File: src/verilog/acc_pkg.sv
package acc_pkg;
  // frame identity and length
  localparam logic [28:0] ACC_CMD_ID = 29'h18A5E5F4;
  localparam logic [3:0] ACC_DLC = 4'h8;
  // mode codes and on/off byte
  localparam logic [7:0] ACC_MODE_CHG_3PH = 8'h01;
  localparam logic [7:0] ACC_ONOFF_ON = 8'h00;
  localparam logic [15:0] ACC_RESERVED = 16'hFFFF;
  // payload byte positions, byte 0 in the top lane
  localparam int ACC_MODE_MSB = 63;
  localparam int ACC_ONOFF_MSB = 55;
  localparam int ACC_RSV_MSB = 47;
  localparam int ACC_VREF_MSB = 31;
  localparam int ACC_IREF_MSB = 15;
  // protection limits in 0.1 units
  localparam logic [15:0] ACC_VDC_MAX = 16'h251C;
  localparam logic [15:0] ACC_VDC_MIN = 16'h0E74;
  localparam logic [15:0] ACC_IAC_MAX = 16'h0140;
  // link bit rate and derived cycles at 100 MHz
  localparam int ACC_CLK_HZ = 100000000;
  localparam int ACC_BIT_RATE = 250000;
  localparam int ACC_BIT_CYC = ACC_CLK_HZ / ACC_BIT_RATE;
  // software register offsets of the sender
  localparam logic [3:0] ACC_REG_CTRL = 4'h0;
  localparam logic [3:0] ACC_REG_REFS = 4'h4;
  localparam logic [3:0] ACC_REG_STAT = 4'h8;
  localparam logic [1:0] ACC_RESP_OKAY = 2'h0;
  localparam logic [1:0] ACC_RESP_SLVERR = 2'h2;
  // sender control word: send strobe, off request, reset value
  localparam int ACC_CTRL_SEND_BIT = 8;
  localparam int ACC_CTRL_OFF_BIT = 9;
  localparam logic [31:0] ACC_CTRL_RESET = 32'h00000200;
endpackage : acc_pkg
File: src/verilog/acc_link_if.sv
`timescale 1ns/1ns
interface acc_link_if;
  logic frame_valid;
  logic frame_ext;
  logic [28:0] frame_id;
  logic [3:0] frame_dlc;
  logic [63:0] frame_data;
  logic frame_ready;
  modport controller (output frame_valid, output frame_ext, output frame_id, output frame_dlc,
    output frame_data, input frame_ready);
  modport converter (input frame_valid, input frame_ext, input frame_id, input frame_dlc,
    input frame_data, output frame_ready);
endinterface : acc_link_if

File: src/verilog/acc_controller.sv
// The implementer's own choices: the address map and the AXI4-Lite interface to the registers.
`timescale 1ns/1ns
module acc_controller
  import acc_pkg::*;
(
  // clock and reset
  input wire logic aclk,
  input wire logic aresetn,
  // axi4-lite write
  input wire logic [3:0] s_axi_awaddr,
  input wire logic s_axi_awvalid,
  output logic s_axi_awready,
  input wire logic [31:0] s_axi_wdata,
  input wire logic [3:0] s_axi_wstrb,
  input wire logic s_axi_wvalid,
  output logic s_axi_wready,
  output logic [1:0] s_axi_bresp,
  output logic s_axi_bvalid,
  input wire logic s_axi_bready,
  // axi4-lite read
  input wire logic [3:0] s_axi_araddr,
  input wire logic s_axi_arvalid,
  output logic s_axi_arready,
  output logic [31:0] s_axi_rdata,
  output logic [1:0] s_axi_rresp,
  output logic s_axi_rvalid,
  input wire logic s_axi_rready,
  // command link
  acc_link_if.controller link
);
  import acc_pkg::*;

  logic [31:0] ctrl;
  logic [31:0] refs;
  logic [3:0] aw_q;
  logic aw_have;
  logic [31:0] w_q;
  logic w_have;
  logic sent_count_lsb;
  logic send_pend;
  logic [63:0] data_q;
  logic valid_q;

  wire aw_take = s_axi_awvalid && s_axi_awready;
  wire w_take = s_axi_wvalid && s_axi_wready;
  wire do_write = aw_have && w_have && !s_axi_bvalid;
  wire wr_ctrl = do_write && (aw_q == ACC_REG_CTRL);
  wire wr_refs = do_write && (aw_q == ACC_REG_REFS);
  wire wr_ok = wr_ctrl || wr_refs;
  // ctrl bit 8 requests a send
  wire send_req = wr_ctrl && w_q[ACC_CTRL_SEND_BIT];
  wire ar_take = s_axi_arvalid && s_axi_arready;
  wire [31:0] stat = {30'h00000000, sent_count_lsb, send_pend};
  wire rd_hit = (s_axi_araddr == ACC_REG_CTRL) || (s_axi_araddr == ACC_REG_REFS)
    || (s_axi_araddr == ACC_REG_STAT);
  wire [31:0] rd_val = (s_axi_araddr == ACC_REG_CTRL) ? ctrl :
    (s_axi_araddr == ACC_REG_REFS) ? refs :
    (s_axi_araddr == ACC_REG_STAT) ? stat : 32'h00000000;
  // big-endian payload with reserved ffff
  // taken from the write word: ctrl itself updates on the same edge that latches the payload
  wire [63:0] payload = {w_q[7:0], 7'h00, w_q[ACC_CTRL_OFF_BIT], ACC_RESERVED, refs[31:16], refs[15:0]};
  wire link_done = valid_q && link.frame_ready;

  // extended frame with fixed command id
  assign link.frame_ext = 1'b1;
  assign link.frame_id = ACC_CMD_ID;
  assign link.frame_dlc = ACC_DLC;
  assign link.frame_valid = valid_q;
  assign link.frame_data = data_q;

  always_ff @(posedge aclk) begin
    if (!aresetn) begin
      ctrl <= ACC_CTRL_RESET;
      refs <= 32'h00000000;
      aw_q <= 4'h0;
      aw_have <= 1'b0;
      w_q <= 32'h00000000;
      w_have <= 1'b0;
      s_axi_awready <= 1'b0;
      s_axi_wready <= 1'b0;
      s_axi_bvalid <= 1'b0;
      s_axi_bresp <= ACC_RESP_OKAY;
      s_axi_arready <= 1'b0;
      s_axi_rvalid <= 1'b0;
      s_axi_rdata <= 32'h00000000;
      s_axi_rresp <= ACC_RESP_OKAY;
      sent_count_lsb <= 1'b0;
      send_pend <= 1'b0;
      data_q <= 64'h0000000000000000;
      valid_q <= 1'b0;
    end else begin
      s_axi_awready <= !aw_have && !aw_take && !s_axi_bvalid;
      s_axi_wready <= !w_have && !w_take && !s_axi_bvalid;
      if (aw_take) begin
        aw_q <= s_axi_awaddr;
        aw_have <= 1'b1;
      end
      if (w_take) begin
        w_q <= s_axi_wdata;
        w_have <= 1'b1;
      end
      if (do_write) begin
        aw_have <= 1'b0;
        w_have <= 1'b0;
        s_axi_bvalid <= 1'b1;
        s_axi_bresp <= wr_ok ? ACC_RESP_OKAY : ACC_RESP_SLVERR;
      end else if (s_axi_bready) begin
        s_axi_bvalid <= 1'b0;
      end
      if (wr_ctrl) begin
        ctrl <= {22'h000000, w_q[ACC_CTRL_OFF_BIT], 1'b0, w_q[7:0]};
      end
      if (wr_refs) begin
        refs <= w_q;
      end
      s_axi_arready <= !s_axi_rvalid && !ar_take;
      if (ar_take) begin
        s_axi_rvalid <= 1'b1;
        s_axi_rdata <= rd_val;
        s_axi_rresp <= rd_hit ? ACC_RESP_OKAY : ACC_RESP_SLVERR;
      end else if (s_axi_rready) begin
        s_axi_rvalid <= 1'b0;
      end
      if (send_req && !valid_q) begin
        data_q <= payload;
        valid_q <= 1'b1;
        send_pend <= 1'b1;
      end else if (link_done) begin
        valid_q <= 1'b0;
        send_pend <= 1'b0;
        sent_count_lsb <= !sent_count_lsb;
      end
    end
  end
endmodule : acc_controller

File: src/flat_wrapper.sv
// flat-port wrapper written by rule: the top's interface ports become plain ports
module acc_controller_flat import acc_pkg::*;
  (aclk, aresetn, s_axi_awaddr, s_axi_awvalid, s_axi_awready, s_axi_wdata, s_axi_wstrb, s_axi_wvalid, s_axi_wready, s_axi_bresp, s_axi_bvalid, s_axi_bready, s_axi_araddr, s_axi_arvalid, s_axi_arready, s_axi_rdata, s_axi_rresp, s_axi_rvalid, s_axi_rready, link_frame_valid, link_frame_ext, link_frame_id, link_frame_dlc, link_frame_data, link_frame_ready);
  acc_link_if link_i ();
  input wire logic aclk;
  input wire logic aresetn;
  input wire logic [3:0] s_axi_awaddr;
  input wire logic s_axi_awvalid;
  output logic s_axi_awready;
  input wire logic [31:0] s_axi_wdata;
  input wire logic [3:0] s_axi_wstrb;
  input wire logic s_axi_wvalid;
  output logic s_axi_wready;
  output logic [1:0] s_axi_bresp;
  output logic s_axi_bvalid;
  input wire logic s_axi_bready;
  input wire logic [3:0] s_axi_araddr;
  input wire logic s_axi_arvalid;
  output logic s_axi_arready;
  output logic [31:0] s_axi_rdata;
  output logic [1:0] s_axi_rresp;
  output logic s_axi_rvalid;
  input wire logic s_axi_rready;
  output wire logic [$bits(link_i.frame_valid)-1:0] link_frame_valid;
  output wire logic [$bits(link_i.frame_ext)-1:0] link_frame_ext;
  output wire logic [$bits(link_i.frame_id)-1:0] link_frame_id;
  output wire logic [$bits(link_i.frame_dlc)-1:0] link_frame_dlc;
  output wire logic [$bits(link_i.frame_data)-1:0] link_frame_data;
  input wire logic [$bits(link_i.frame_ready)-1:0] link_frame_ready;
  assign link_frame_valid = link_i.frame_valid;
  assign link_frame_ext = link_i.frame_ext;
  assign link_frame_id = link_i.frame_id;
  assign link_frame_dlc = link_i.frame_dlc;
  assign link_frame_data = link_i.frame_data;
  assign link_i.frame_ready = link_frame_ready;
  acc_controller u_core (.aclk(aclk), .aresetn(aresetn), .s_axi_awaddr(s_axi_awaddr), .s_axi_awvalid(s_axi_awvalid), .s_axi_awready(s_axi_awready), .s_axi_wdata(s_axi_wdata), .s_axi_wstrb(s_axi_wstrb), .s_axi_wvalid(s_axi_wvalid), .s_axi_wready(s_axi_wready), .s_axi_bresp(s_axi_bresp), .s_axi_bvalid(s_axi_bvalid), .s_axi_bready(s_axi_bready), .s_axi_araddr(s_axi_araddr), .s_axi_arvalid(s_axi_arvalid), .s_axi_arready(s_axi_arready), .s_axi_rdata(s_axi_rdata), .s_axi_rresp(s_axi_rresp), .s_axi_rvalid(s_axi_rvalid), .s_axi_rready(s_axi_rready), .link(link_i));
endmodule
File: config.mk
export PLATFORM = sky130hd
export DESIGN_NAME = acc_controller_flat
export DESIGN_NICKNAME = d
export VERILOG_FILES = /design/src/verilog/acc_pkg.sv /design/src/verilog/acc_link_if.sv /design/src/verilog/acc_controller.sv /design/src/flat_wrapper.sv
export SDC_FILE = /design/constraint.sdc
export NUM_CORES = 1
export LEC_CHECK = 0
export ABC_AREA = 1
export BUFFER_PORTS_ARGS = -buffer_cell sky130_fd_sc_hd__buf_2
export CORE_MARGIN = 2
export CORE_UTILIZATION = 52
export DETAILED_ROUTE_END_ITERATION = 12
export GPL_TIMING_DRIVEN = 0
export PLACE_DENSITY = 0.77
export SETUP_SLACK_MARGIN = 0.15
export SYNTH_ARGS = -nofsm -noshare
export SYNTH_HDL_FRONTEND = slang
export SYNTH_SLANG_ARGS = --single-unit
File: constraint.sdc
create_clock -name aclk -period 1.6 [get_ports aclk]
set_input_delay 0.16 -clock aclk [delete_from_list [all_inputs] [get_ports aclk]]
set_output_delay 0.16 -clock aclk [all_outputs]
set_load 0.02 [all_outputs]
== Word-level counts from Yosys, hierarchy flattened ==
Cells that the tools add are included.
Widths: inputs -> output; s select.

* Register bits after elaboration: 179
* Input bits: 52
* Output and inout bits: 140
* Logic and storage cells: 67

* Equality and inequality tests: 3
* Muxes and demuxes: 11
* Bitwise gates (word level): 2
* Reduce and logical (&&, ||, !) cells: 34

{| class="wikitable"
|+ Operators by type and width
! cell !! count
|-
| $mux 32 || 2
|-
| $logic_and 1x1->1 || 15
|-
| $logic_not 1->1 || 9
|-
| $eq 4x3->1 const B || 2
|-
| $logic_not 4->1 || 2
|-
| $mux 1 || 6
|-
| $mux 2 || 3
|-
| $reduce_bool 2->1 || 3
|-
| $eq 4x4->1 const B || 1
|-
| $logic_or 1x1->1 || 3
|-
| $not 1->1 || 2
|-
| $reduce_and 2->1 || 1
|-
| $reduce_or 2->1 || 1
|}

== Logic depth before layout (Yosys ltp) ==
Gate-level depths: netlist of the first run.

* Word-level depth: 7
* Gate-level depth with buffers: 8

== Least setup slack after synthesis of the first run ==
No wires, ideal clock.

* Path kind: register -> register
* Start: register u_core.s_axi_bvalid
* End: register u_core.data_q[17] (netlist: u_core.link.frame_data[17])
* Setup time: 110 ps
* Data arrival time: 1230 ps
* Data required time: 1490 ps
* Slack: 260 ps
* Cell stages (with the launch flop): 9
* Period minus slack after synthesis: 1340 ps
* Cells stage by stage: dfxtp_1 -> inv_1 -> nand3_1 -> nor2_4 -> buf_6 -> buf_4 -> nand4_1 -> nand2_1 -> nor2_1

* Cells in the longest elaborated chain, start to end: 5

{| class="wikitable"
|+ RTL lines
! element !! line !! text
|-
| from (decl) || acc_controller.sv:18 || <nowiki>output logic s_axi_bvalid,</nowiki>
|-
| from (signal assigned) || acc_controller.sv:81 || <nowiki>s_axi_bvalid <= 1'b0;</nowiki>
|-
| from (signal assigned) || acc_controller.sv:105 || <nowiki>s_axi_bvalid <= 1'b1;</nowiki>
|-
| from (signal assigned) || acc_controller.sv:108 || <nowiki>s_axi_bvalid <= 1'b0;</nowiki>
|-
| $logic_not 1->1 || acc_controller.sv:46 || <nowiki>wire do_write = aw_have && w_have && !s_axi_bvalid;</nowiki>
|-
| $logic_and 1x1->1 || acc_controller.sv:46 ||
|-
| $logic_and 1x1->1 || acc_controller.sv:47 || <nowiki>wire wr_ctrl = do_write && (aw_q == ACC_REG_CTRL);</nowiki>
|-
| $logic_and 1x1->1 || acc_controller.sv:51 || <nowiki>wire send_req = wr_ctrl && w_q[ACC_CTRL_SEND_BIT];</nowiki>
|-
| $logic_and 1x1->1 || acc_controller.sv:124 || <nowiki>if (send_req && !valid_q) begin</nowiki>
|-
| to (signal assigned) || acc_controller.sv:125 || <nowiki>data_q <= payload;</nowiki>
|-
| to (decl) || acc_controller.sv:41 || <nowiki>logic [63:0] data_q;</nowiki>
|}

No other way between the ends.
A chain may end at the register's enable or synchronous reset.

== Worst setup path after layout of the first run ==
* Start: register u_core.aw_have
* End: register u_core.refs[10]

* Cells in the longest elaborated chain, start to end: 3

{| class="wikitable"
|+ RTL lines
! element !! line !! text
|-
| from (decl) || acc_controller.sv:36 || <nowiki>logic aw_have;</nowiki>
|-
| from (signal assigned) || acc_controller.sv:76 || <nowiki>aw_have <= 1'b0;</nowiki>
|-
| from (signal assigned) || acc_controller.sv:96 || <nowiki>aw_have <= 1'b1;</nowiki>
|-
| from (signal assigned) || acc_controller.sv:103 || <nowiki>aw_have <= 1'b0;</nowiki>
|-
| $logic_and 1x1->1 (2 in a row) || acc_controller.sv:46 ||
|-
| $logic_and 1x1->1 || acc_controller.sv:48 || <nowiki>wire wr_refs = do_write && (aw_q == ACC_REG_REFS);</nowiki>
|-
| to (signal assigned) || acc_controller.sv:114 || <nowiki>refs <= w_q;</nowiki>
|-
| to (decl) || acc_controller.sv:34 || <nowiki>logic [31:0] refs;</nowiki>
|}

No other way between the ends.

==> flow_summary.yaml, run 1 <==
pwr:
  power.density_nw_per_um2: 1041
  finalPower_uw: 9160
  p_leak_uw: 0.004158
  irDropWorstVdd_mv: 0.7517
placed_design:
  gp_congestion: 0.8384
  dp_hpwl_mm: 12.97
  place_area_sq_um: 7951
  io_buffer_count: 144
  dp_worst_setup_slack_ps: -62.86
sta:
  period_share: 0.8683
  min_period_ps: 1389
  setup_viol: 0
  finalMaxSlewViolations: 0
  skew_ps: 6.772
  rsz0062_at_grt: "yes"
  final.setup.tns_ps: 0
  slew_headroom: 0.5707
  worstMarginPinSlew_ps: 644.0
  worst_slack_ps: 210.8
  max_freq_mhz: 719.8
  hold_violations: 0
detailed_routing:
  drtIter0Drc: 449
  drtPass1Iterations: 6
  remaining_drc_errors: 0
  finalWirelength_mm: 17.64
  antenna_left: 0
  via_per_inst: 4.726
  avgRoutedWirePerCell_microns: 12.98
  dr_total_vias: 6422
global_routing:
  grt_pass1_vias: 5647
  grt_overflow: 0
  antenna_found_initial: 0
  grt_max_degree: 18
  grt_usage: 0.2506
  grt_pass1_wl_mm: 27.99
job:
  maxCapViolCount: 0
final_layout:
  stdcell_area_sq_um: 8798
  drive_gt1_frac: 0.2308
  syn_to_final_growth_pct: 28.23
  final_nets: 1226
  diodes: 0
  multi_input_area_sq_um: 2537
  register_area_sq_um: 3251
  nFillCells: 1158
logic_synthesis:
  synth_area_leaders: "dfxtp_1 (47%), nand2_1 (8.9%), inv_1 (7.9%), o21ai_0 (7.1%), buf_4 (6.6%)"
  postSynthCellCount: 948
  avgSynthCellArea_sq_um: 7.238
  ys_seq_area_frac: 0.4726
  yosysTopAreaCell: "dfxtp_1"
  synth.distinct_cells: 24
  syn-cell-area_sq_um: 6862
  synth_top_area_frac: 0.4726
  synth_warnings: 0
  ys_seq_elements: 162
setup_path:
  crit_chain: "nand2_1 > nor2_4 > nand3_4 > buf_4 > o21ai_1 > a21oi_1"
  crit_arrival_ps: 1700
  cp_slowest_cell: "dfxtp_2"
  worstPathBufferInverterCount: 1
  cp.required_ps: 1910
  crit_family: "simple AND/OR/NAND/NOR gates"
  crit_type: "reg -> reg"
  startpoint_type: "flop"
  path_max_fanout: 10
  end_kind: "flop"
  slowest_delay_ps: 370
cts:
  clk_latency_ps: 430
  numCtsBuffers: 17
  cts-root-buf: "clkbuf_16"
  cts_max_level: 4
  cts.sinks: 162
  clkTransAtPathRegs_ps: 60
  cts_buffer_depth: 2
  cts_tree: "built"
die:
  dieArea_sq_um: 14130
  die_h_microns: 118.9
  rows: 41
  initial_core_util: 0.5372
  num_io_pins: 192
  chipWidth_microns: 118.9
  coreArea_sq_um: 12770
outcome:
  status: "completed"
worst_hold_path:
  hold_path.class: "in -> reg"
## cell usage after synthesis
master / number
buf_2: 10
nand4_1: 41
buf_6: 5
buf_4: 60
nor4_1: 2
a21oi_1: 81
nor2_1: 116
nand3_4: 1
nand2_1: 162
dfxtp_1: 162
a31oi_1: 2
o21ai_0: 97
inv_2: 2
nor3_1: 3
inv_1: 145
o21ai_1: 2
nand2_2: 1
clkbuf_1: 25
nand3_2: 1
conb_1: 2
nor2_2: 1
buf_1: 16
nand3_1: 9
nor2_4: 2
## cell type report
class | instances | area share
Sequential cell | 162 | 0.3695
Multi-Input combinational cell | 564 | 0.2884
Timing Repair Buffer | 166 | 0.1062
Buffer | 116 | 0.08447
Inverter | 147 | 0.06271
Clock buffer | 23 | 0.05205
Tap cell | 172 | 0.02446
Clock inverter | 9 | 0.01223
## cells in the final DEF (no fill, tap or decap), types with 5 or more instances in the layout
cell,instances
nor2_1,115
clkbuf_1,25
conb_1,43
o21ai_1,13
dlygate4sd3_1,18
clkbuf_16,17
buf_4,64
nand3_1,8
a21oi_1,81
dfxtp_1,158
o21ai_0,84
buf_6,9
clkinvlp_4,5
nand2_1,162
buf_2,154
buf_1,14
nand4_1,41
inv_1,144
## final timing paths
kind / slack [ps] / start / endpoint / cells after the start
worst max-delay path: 210 / u_core.aw_have / u_core.refs[10] / 6
worst min-delay path: 8 / s_axi_wdata[19] / u_core.w_q[19] / 3
worst max register to register: 210 / u_core.aw_have / u_core.refs[10] / 6
worst min register to register: 450 / u_core.s_axi_rvalid / u_core.s_axi_arready / 1
## per-stage QoR
stage,util,hold slack [ps],cells
CTS,0.6845,3.887,1358
finish,0.6888,7.683,1359
floorplan,-,314.8,989
global route,0.6888,13.67,1359
detailed placement,0.6225,415.1,1305
global placement,0.6225,408.0,1305
## where the power goes
part / total [uW] / internal [uW] / switching (uW)
clock network: 3920 / 2330 / 1590
registers: 4270 / 4180 / 93.1
logic: 968 / 357 / 611
total: 9160 / 6870 / 2290
## worst register-to-register path, cell delays in order, from the launching register on
cell and delay, ps:
dfxtp_2 370, nand2_1 100, nor2_4 160, nand3_4 160
buf_4 220, o21ai_1 210, a21oi_1 60
## logic make-up after synthesis
logic type	Yosys count	synth area share
other	2	0.001094
AOI/OAI and AO/OA	182	0.1331
and+or+nand+nor	339	0.2092
DFF	162	0.4726
buffers and inverters	263	0.1840
## per-layer routing
metal	part of all wire	track usage	up-vias
met5	0	0	-
met2	0.45	0.3958	245
met4	0.015	0.07589	0
met3	0.076	0.05939	22
li1	-	-	3303
met1	0.46	0.3412	2852
## sequential cells by signal, summed over array words and instances (netlist names)
| name | cells |
|---|---|
| u_core.ctrl | 9 |
| u_core.s_axi_awready | 1 |
| u_core.link.frame_valid | 1 |
| u_core.w_q | 32 |
| u_core.link.frame_data | 42 |
| u_core.aw_q | 4 |
| u_core.s_axi_bvalid | 1 |
| u_core.s_axi_rresp | 1 |
| u_core.refs | 32 |
| u_core.s_axi_arready | 1 |
| u_core.s_axi_wready | 1 |
| u_core.sent_count_lsb | 1 |
| u_core.s_axi_rdata | 32 |
| u_core.aw_have | 1 |
| u_core.w_have | 1 |
| u_core.s_axi_rvalid | 1 |
| u_core.s_axi_bresp | 1 |
## what timing repair did
item	in CTS	in global routing
gates resized for setup	17	33
hold buffers	18	0
pin swaps	3	4
endpoints found under the hold margin	18	0
buffers inserted	3	1
endpoints found under the setup margin	81	100
Note: power is estimated with default switching activity, not from simulation.
==> run 2, diff against run 1 <==
--- a/config.mk
+++ b/config.mk
@@ -5,13 +5,12 @@
 export SDC_FILE = /design/constraint.sdc
 export NUM_CORES = 1
 export LEC_CHECK = 0
-export ABC_AREA = 1
 export BUFFER_PORTS_ARGS = -buffer_cell sky130_fd_sc_hd__buf_2
 export CORE_MARGIN = 2
-export CORE_UTILIZATION = 52
+export CORE_UTILIZATION = 51
 export DETAILED_ROUTE_END_ITERATION = 12
 export GPL_TIMING_DRIVEN = 0
-export PLACE_DENSITY = 0.77
+export PLACE_DENSITY = 0.76
 export SETUP_SLACK_MARGIN = 0.15
 export SYNTH_ARGS = -nofsm -noshare
 export SYNTH_HDL_FRONTEND = slang
==> constraint.sdc (replaced) <==
create_clock -name aclk -period 1.5 [get_ports aclk]
set_input_delay 0.15 -clock aclk [delete_from_list [all_inputs] [get_ports aclk]]
set_output_delay 0.15 -clock aclk [all_outputs]
set_load 0.02 [all_outputs]
==> run 2 against run 1 <==
  * The run now ends with negative setup slack left
  * Synthesized cell count is 25% lower
  * Wire length is 3.1% higher
  * Critical path depth is 1 lower
  * Clock power is 13% higher
  * Global-route usage is 1.3 points higher
  * Count of clock-buffer cells in the layout is 1 lower
  * Combinational power is 9.2% lower
  * Core utilization is 4.0 points higher
  * Highest routed layer unchanged
  * Register-to-register slack worse by 590 ps
  * First-iteration DRC count is 5.6% higher
==> flow_summary.yaml, run 2 <==
outcome:
  status: "finished, violations left"
  violations: "negative setup slack"
final_layout:
  multi_input_area_sq_um: 2765
  layout_commonest_cell: "nand2_1"
  layout_common_cells: "nand2_1 (185), dfxtp_1 (158), buf_2 (148)"
  drive_gt1_frac: 0.2988
  register_area_sq_um: 3253
  fin_cells: 1142
  largest_register_ffs: 42
  diodes: 0
  final_nets: 1013
  nFillCells: 910
  syn_to_final_growth_pct: 38.06
detailed_routing:
  avgRoutedWirePerCell_microns: 15.93
  antenna_left: 0
  dr_total_vias: 5803
  drtIter0Drc: 474
  finalWirelength_mm: 18.20
  via_per_inst: 5.081
  drtPass1Iterations: 6
  remaining_drc_errors: 0
worst_hold_path:
  hold-path-endpoint: "u_core.aw_q[0]"
  hp-start: "s_axi_awvalid"
  hold_path.class: "in -> reg"
  whs_path_depth: 3
cts:
  cts_tree: "built"
  numCtsBuffers: 17
  clkTransAtPathRegs_ps: 60
  clk_latency_ps: 430
  cts_max_level: 4
  cts.sinks: 162
  cts_buffer_depth: 2
  cts-root-buf: "clkbuf_16"
setup_path:
  cp.required_ps: 1810
  path_max_fanout: 10
  worstRegToRegCells: 5
  end_kind: "flop"
  crit_type: "reg -> reg"
  timing.rr.end: "u_core.link.frame_data[20]"
  startpoint_type: "flop"
  crit_arrival_ps: 2190
  regToRegSetupSlack_ps: -380
  reg2reg_from: "u_core.aw_q[3]"
global_routing:
  grt_pass1_vias: 5342
  grt_overflow: 0
  grt_max_degree: 18
  antenna_found_initial: 0
  grt_usage: 0.2639
  grt_pass1_wl_mm: 26.92
pwr:
  p_sw_uw: 2261
  irDropWorstVdd_mv: 0.7839
  switching_share: 0.2322
  power.density_nw_per_um2: 1099
  internal_power_uw: 7478
  p_clk_frac: 0.456
  pwr-share-seq: 0.454
  pwr-share-comb: 0.090
  p_leak_uw: 0.004308
logic_synthesis:
  ys_seq_elements: 162
  postSynthCellCount: 707
  yosysMostFrequentCell: "nand2_1"
  yosysTopAreaCell: "dfxtp_1"
  async_reset_ff_frac: 0
  synth_top_area_frac: 0.5051
  ys_seq_area_frac: 0.5051
  synth.distinct_cells: 31
  synth_flop_cell: "dfxtp_1"
  synth_edf_count: 0
  synth_area_leaders: "dfxtp_1 (51%), mux2i_1 (13%), nand2_1 (11%), buf_4 (6.9%), a21oi_1 (4.5%)"
  synth_warnings: 0
  avgSynthCellArea_sq_um: 9.082
  syn-cell-area_sq_um: 6421
  ys_top_cells_by_count: "nand2_1 (185), dfxtp_1 (162), mux2i_1 (83)"
placed_design:
  io_buffer_count: 144
  gp_congestion: 0.8298
  dp_hpwl_mm: 11.93
  place_inst: 1060
sta:
  setup_viol: 52
  finalMaxSlewViolations: 0
  final.setup.tns_ps: -17640
  period_share: 1.252
  hold_ws_ps: 43.84
  skew_ps: 10.20
  worstMarginPinSlew_ps: 725.5
  worst_slack_ps: -378.0
  slew_headroom: 0.5163
  max_freq_mhz: 532.5
  hold_violations: 0
  rsz0062_at_grt: "yes"
  min_period_ps: 1878
die:
  initial_core_util: 0.5280
  rows: 40
  die_h_microns: 116.2
  chipWidth_microns: 116.2
  coreArea_sq_um: 12160
  num_io_pins: 192
  dieArea_sq_um: 13500
job:
  maxCapViolCount: 0
-- run 2: cell count changes after synthesis, sizes merged, moves of 5 or more --
cell	previous run	this run
nand2	163	185
mux2i	0	83
nand4b	0	8
nand2b	0	5
nand3	11	5
a32oi	0	23
nand4	41	0
o21ai	99	10
nor2	119	25
clkbuf	25	38
inv	147	4
buf	91	71
a21oi	81	58
or3	0	8
-- run 2: power by group through the flow --
stage / combinational (uW) / sequential, uW / clock, uW
2_1_floorplan: 442 / 4520 / 0
3_3_place_gp: 649 / 4510 / 0
3_5_place_dp: 652 / 4510 / 0
4_1_cts: 748 / 4420 / 4460
5_1_grt: 944 / 4430 / 4630
6_report: 879 / 4420 / 4440
-- run 2: area by class of cell --
| cell class | instances | area share |
|---|---|---|
| Sequential cell | 162 | 0.3670 |
| Multi-Input combinational cell | 473 | 0.3119 |
| Timing Repair Buffer | 194 | 0.1372 |
| Buffer | 109 | 0.09019 |
| Clock buffer | 22 | 0.05349 |
| Tap cell | 168 | 0.02371 |
| Clock inverter | 10 | 0.01482 |
| Inverter | 4 | 0.001694 |
-- run 2: routing by layer --
| metal | track usage | wire, microns | share of wire |
|---|---|---|---|
| met5 | 0 | 0 | 0 |
| met4 | 0.1183 | 457 | 0.025 |
| met3 | 0.05449 | 1140 | 0.063 |
| met2 | 0.4429 | 8779 | 0.48 |
| met1 | 0.3292 | 7819 | 0.43 |
-- run 2: worst max-delay path, stage by stage (launching register included) --
cell	delay [ps]
dfxtp_4	340
or4_4	540
or4_4	430
buf_8	170
buf_8	160
mux2i_1	120
-- run 2: metrics by stage --
step / total power (uW) / cell area (sq um) / setup slack, ps / util
4_1_cts: 9629 / 8587 / -362.3 / 0.7061
3_3_place_gp: 5161 / 7518 / -389.1 / 0.6182
6_report: 9739 / 8865 / -378.0 / 0.7289
2_1_floorplan: 4958 / 6588 / -264.5 / -
3_5_place_dp: 5166 / 7518 / -389.9 / 0.6182
5_1_grt: 10000 / 8865 / -397.2 / 0.7289
-- run 2: cells by family (layout without fill, tap and decap cells) --
kind of cell    after synthesis  count (layout)  synth area share
xor+xnor                      1               1          0.001364
buf+inv                     113             339            0.1052
flops                       162             162            0.5051
simple gates                249             249            0.1650
other cells                   2              43          0.001170
compound gates               97              97           0.09275
mux                          83              83            0.1294
-- run 2: worst max-delay path by stage --
stage | end | from | depth (start not counted)
after floorplan | u_core.link.frame_data[10] | u_core.aw_q[3] | 5
after global placement | u_core.link.frame_data[58] | u_core.aw_q[3] | 5
after detailed placement | u_core.link.frame_data[27] | u_core.aw_q[3] | 5
after CTS | u_core.link.frame_data[7] | u_core.aw_q[3] | 5
after global routing | u_core.link.frame_data[7] | u_core.aw_q[3] | 5
final | u_core.link.frame_data[20] | u_core.aw_q[3] | 5
-- run 2: what timing repair did --
action | CTS | global route
gates cloned | 0 | 1
hold buffers | 38 | 0
pin swaps | 0 | 4
hold endpoints to repair | 38 | 0
gates resized for setup | 28 | 73
buffers inserted | 3 | 8
setup endpoints to repair | 162 | 132
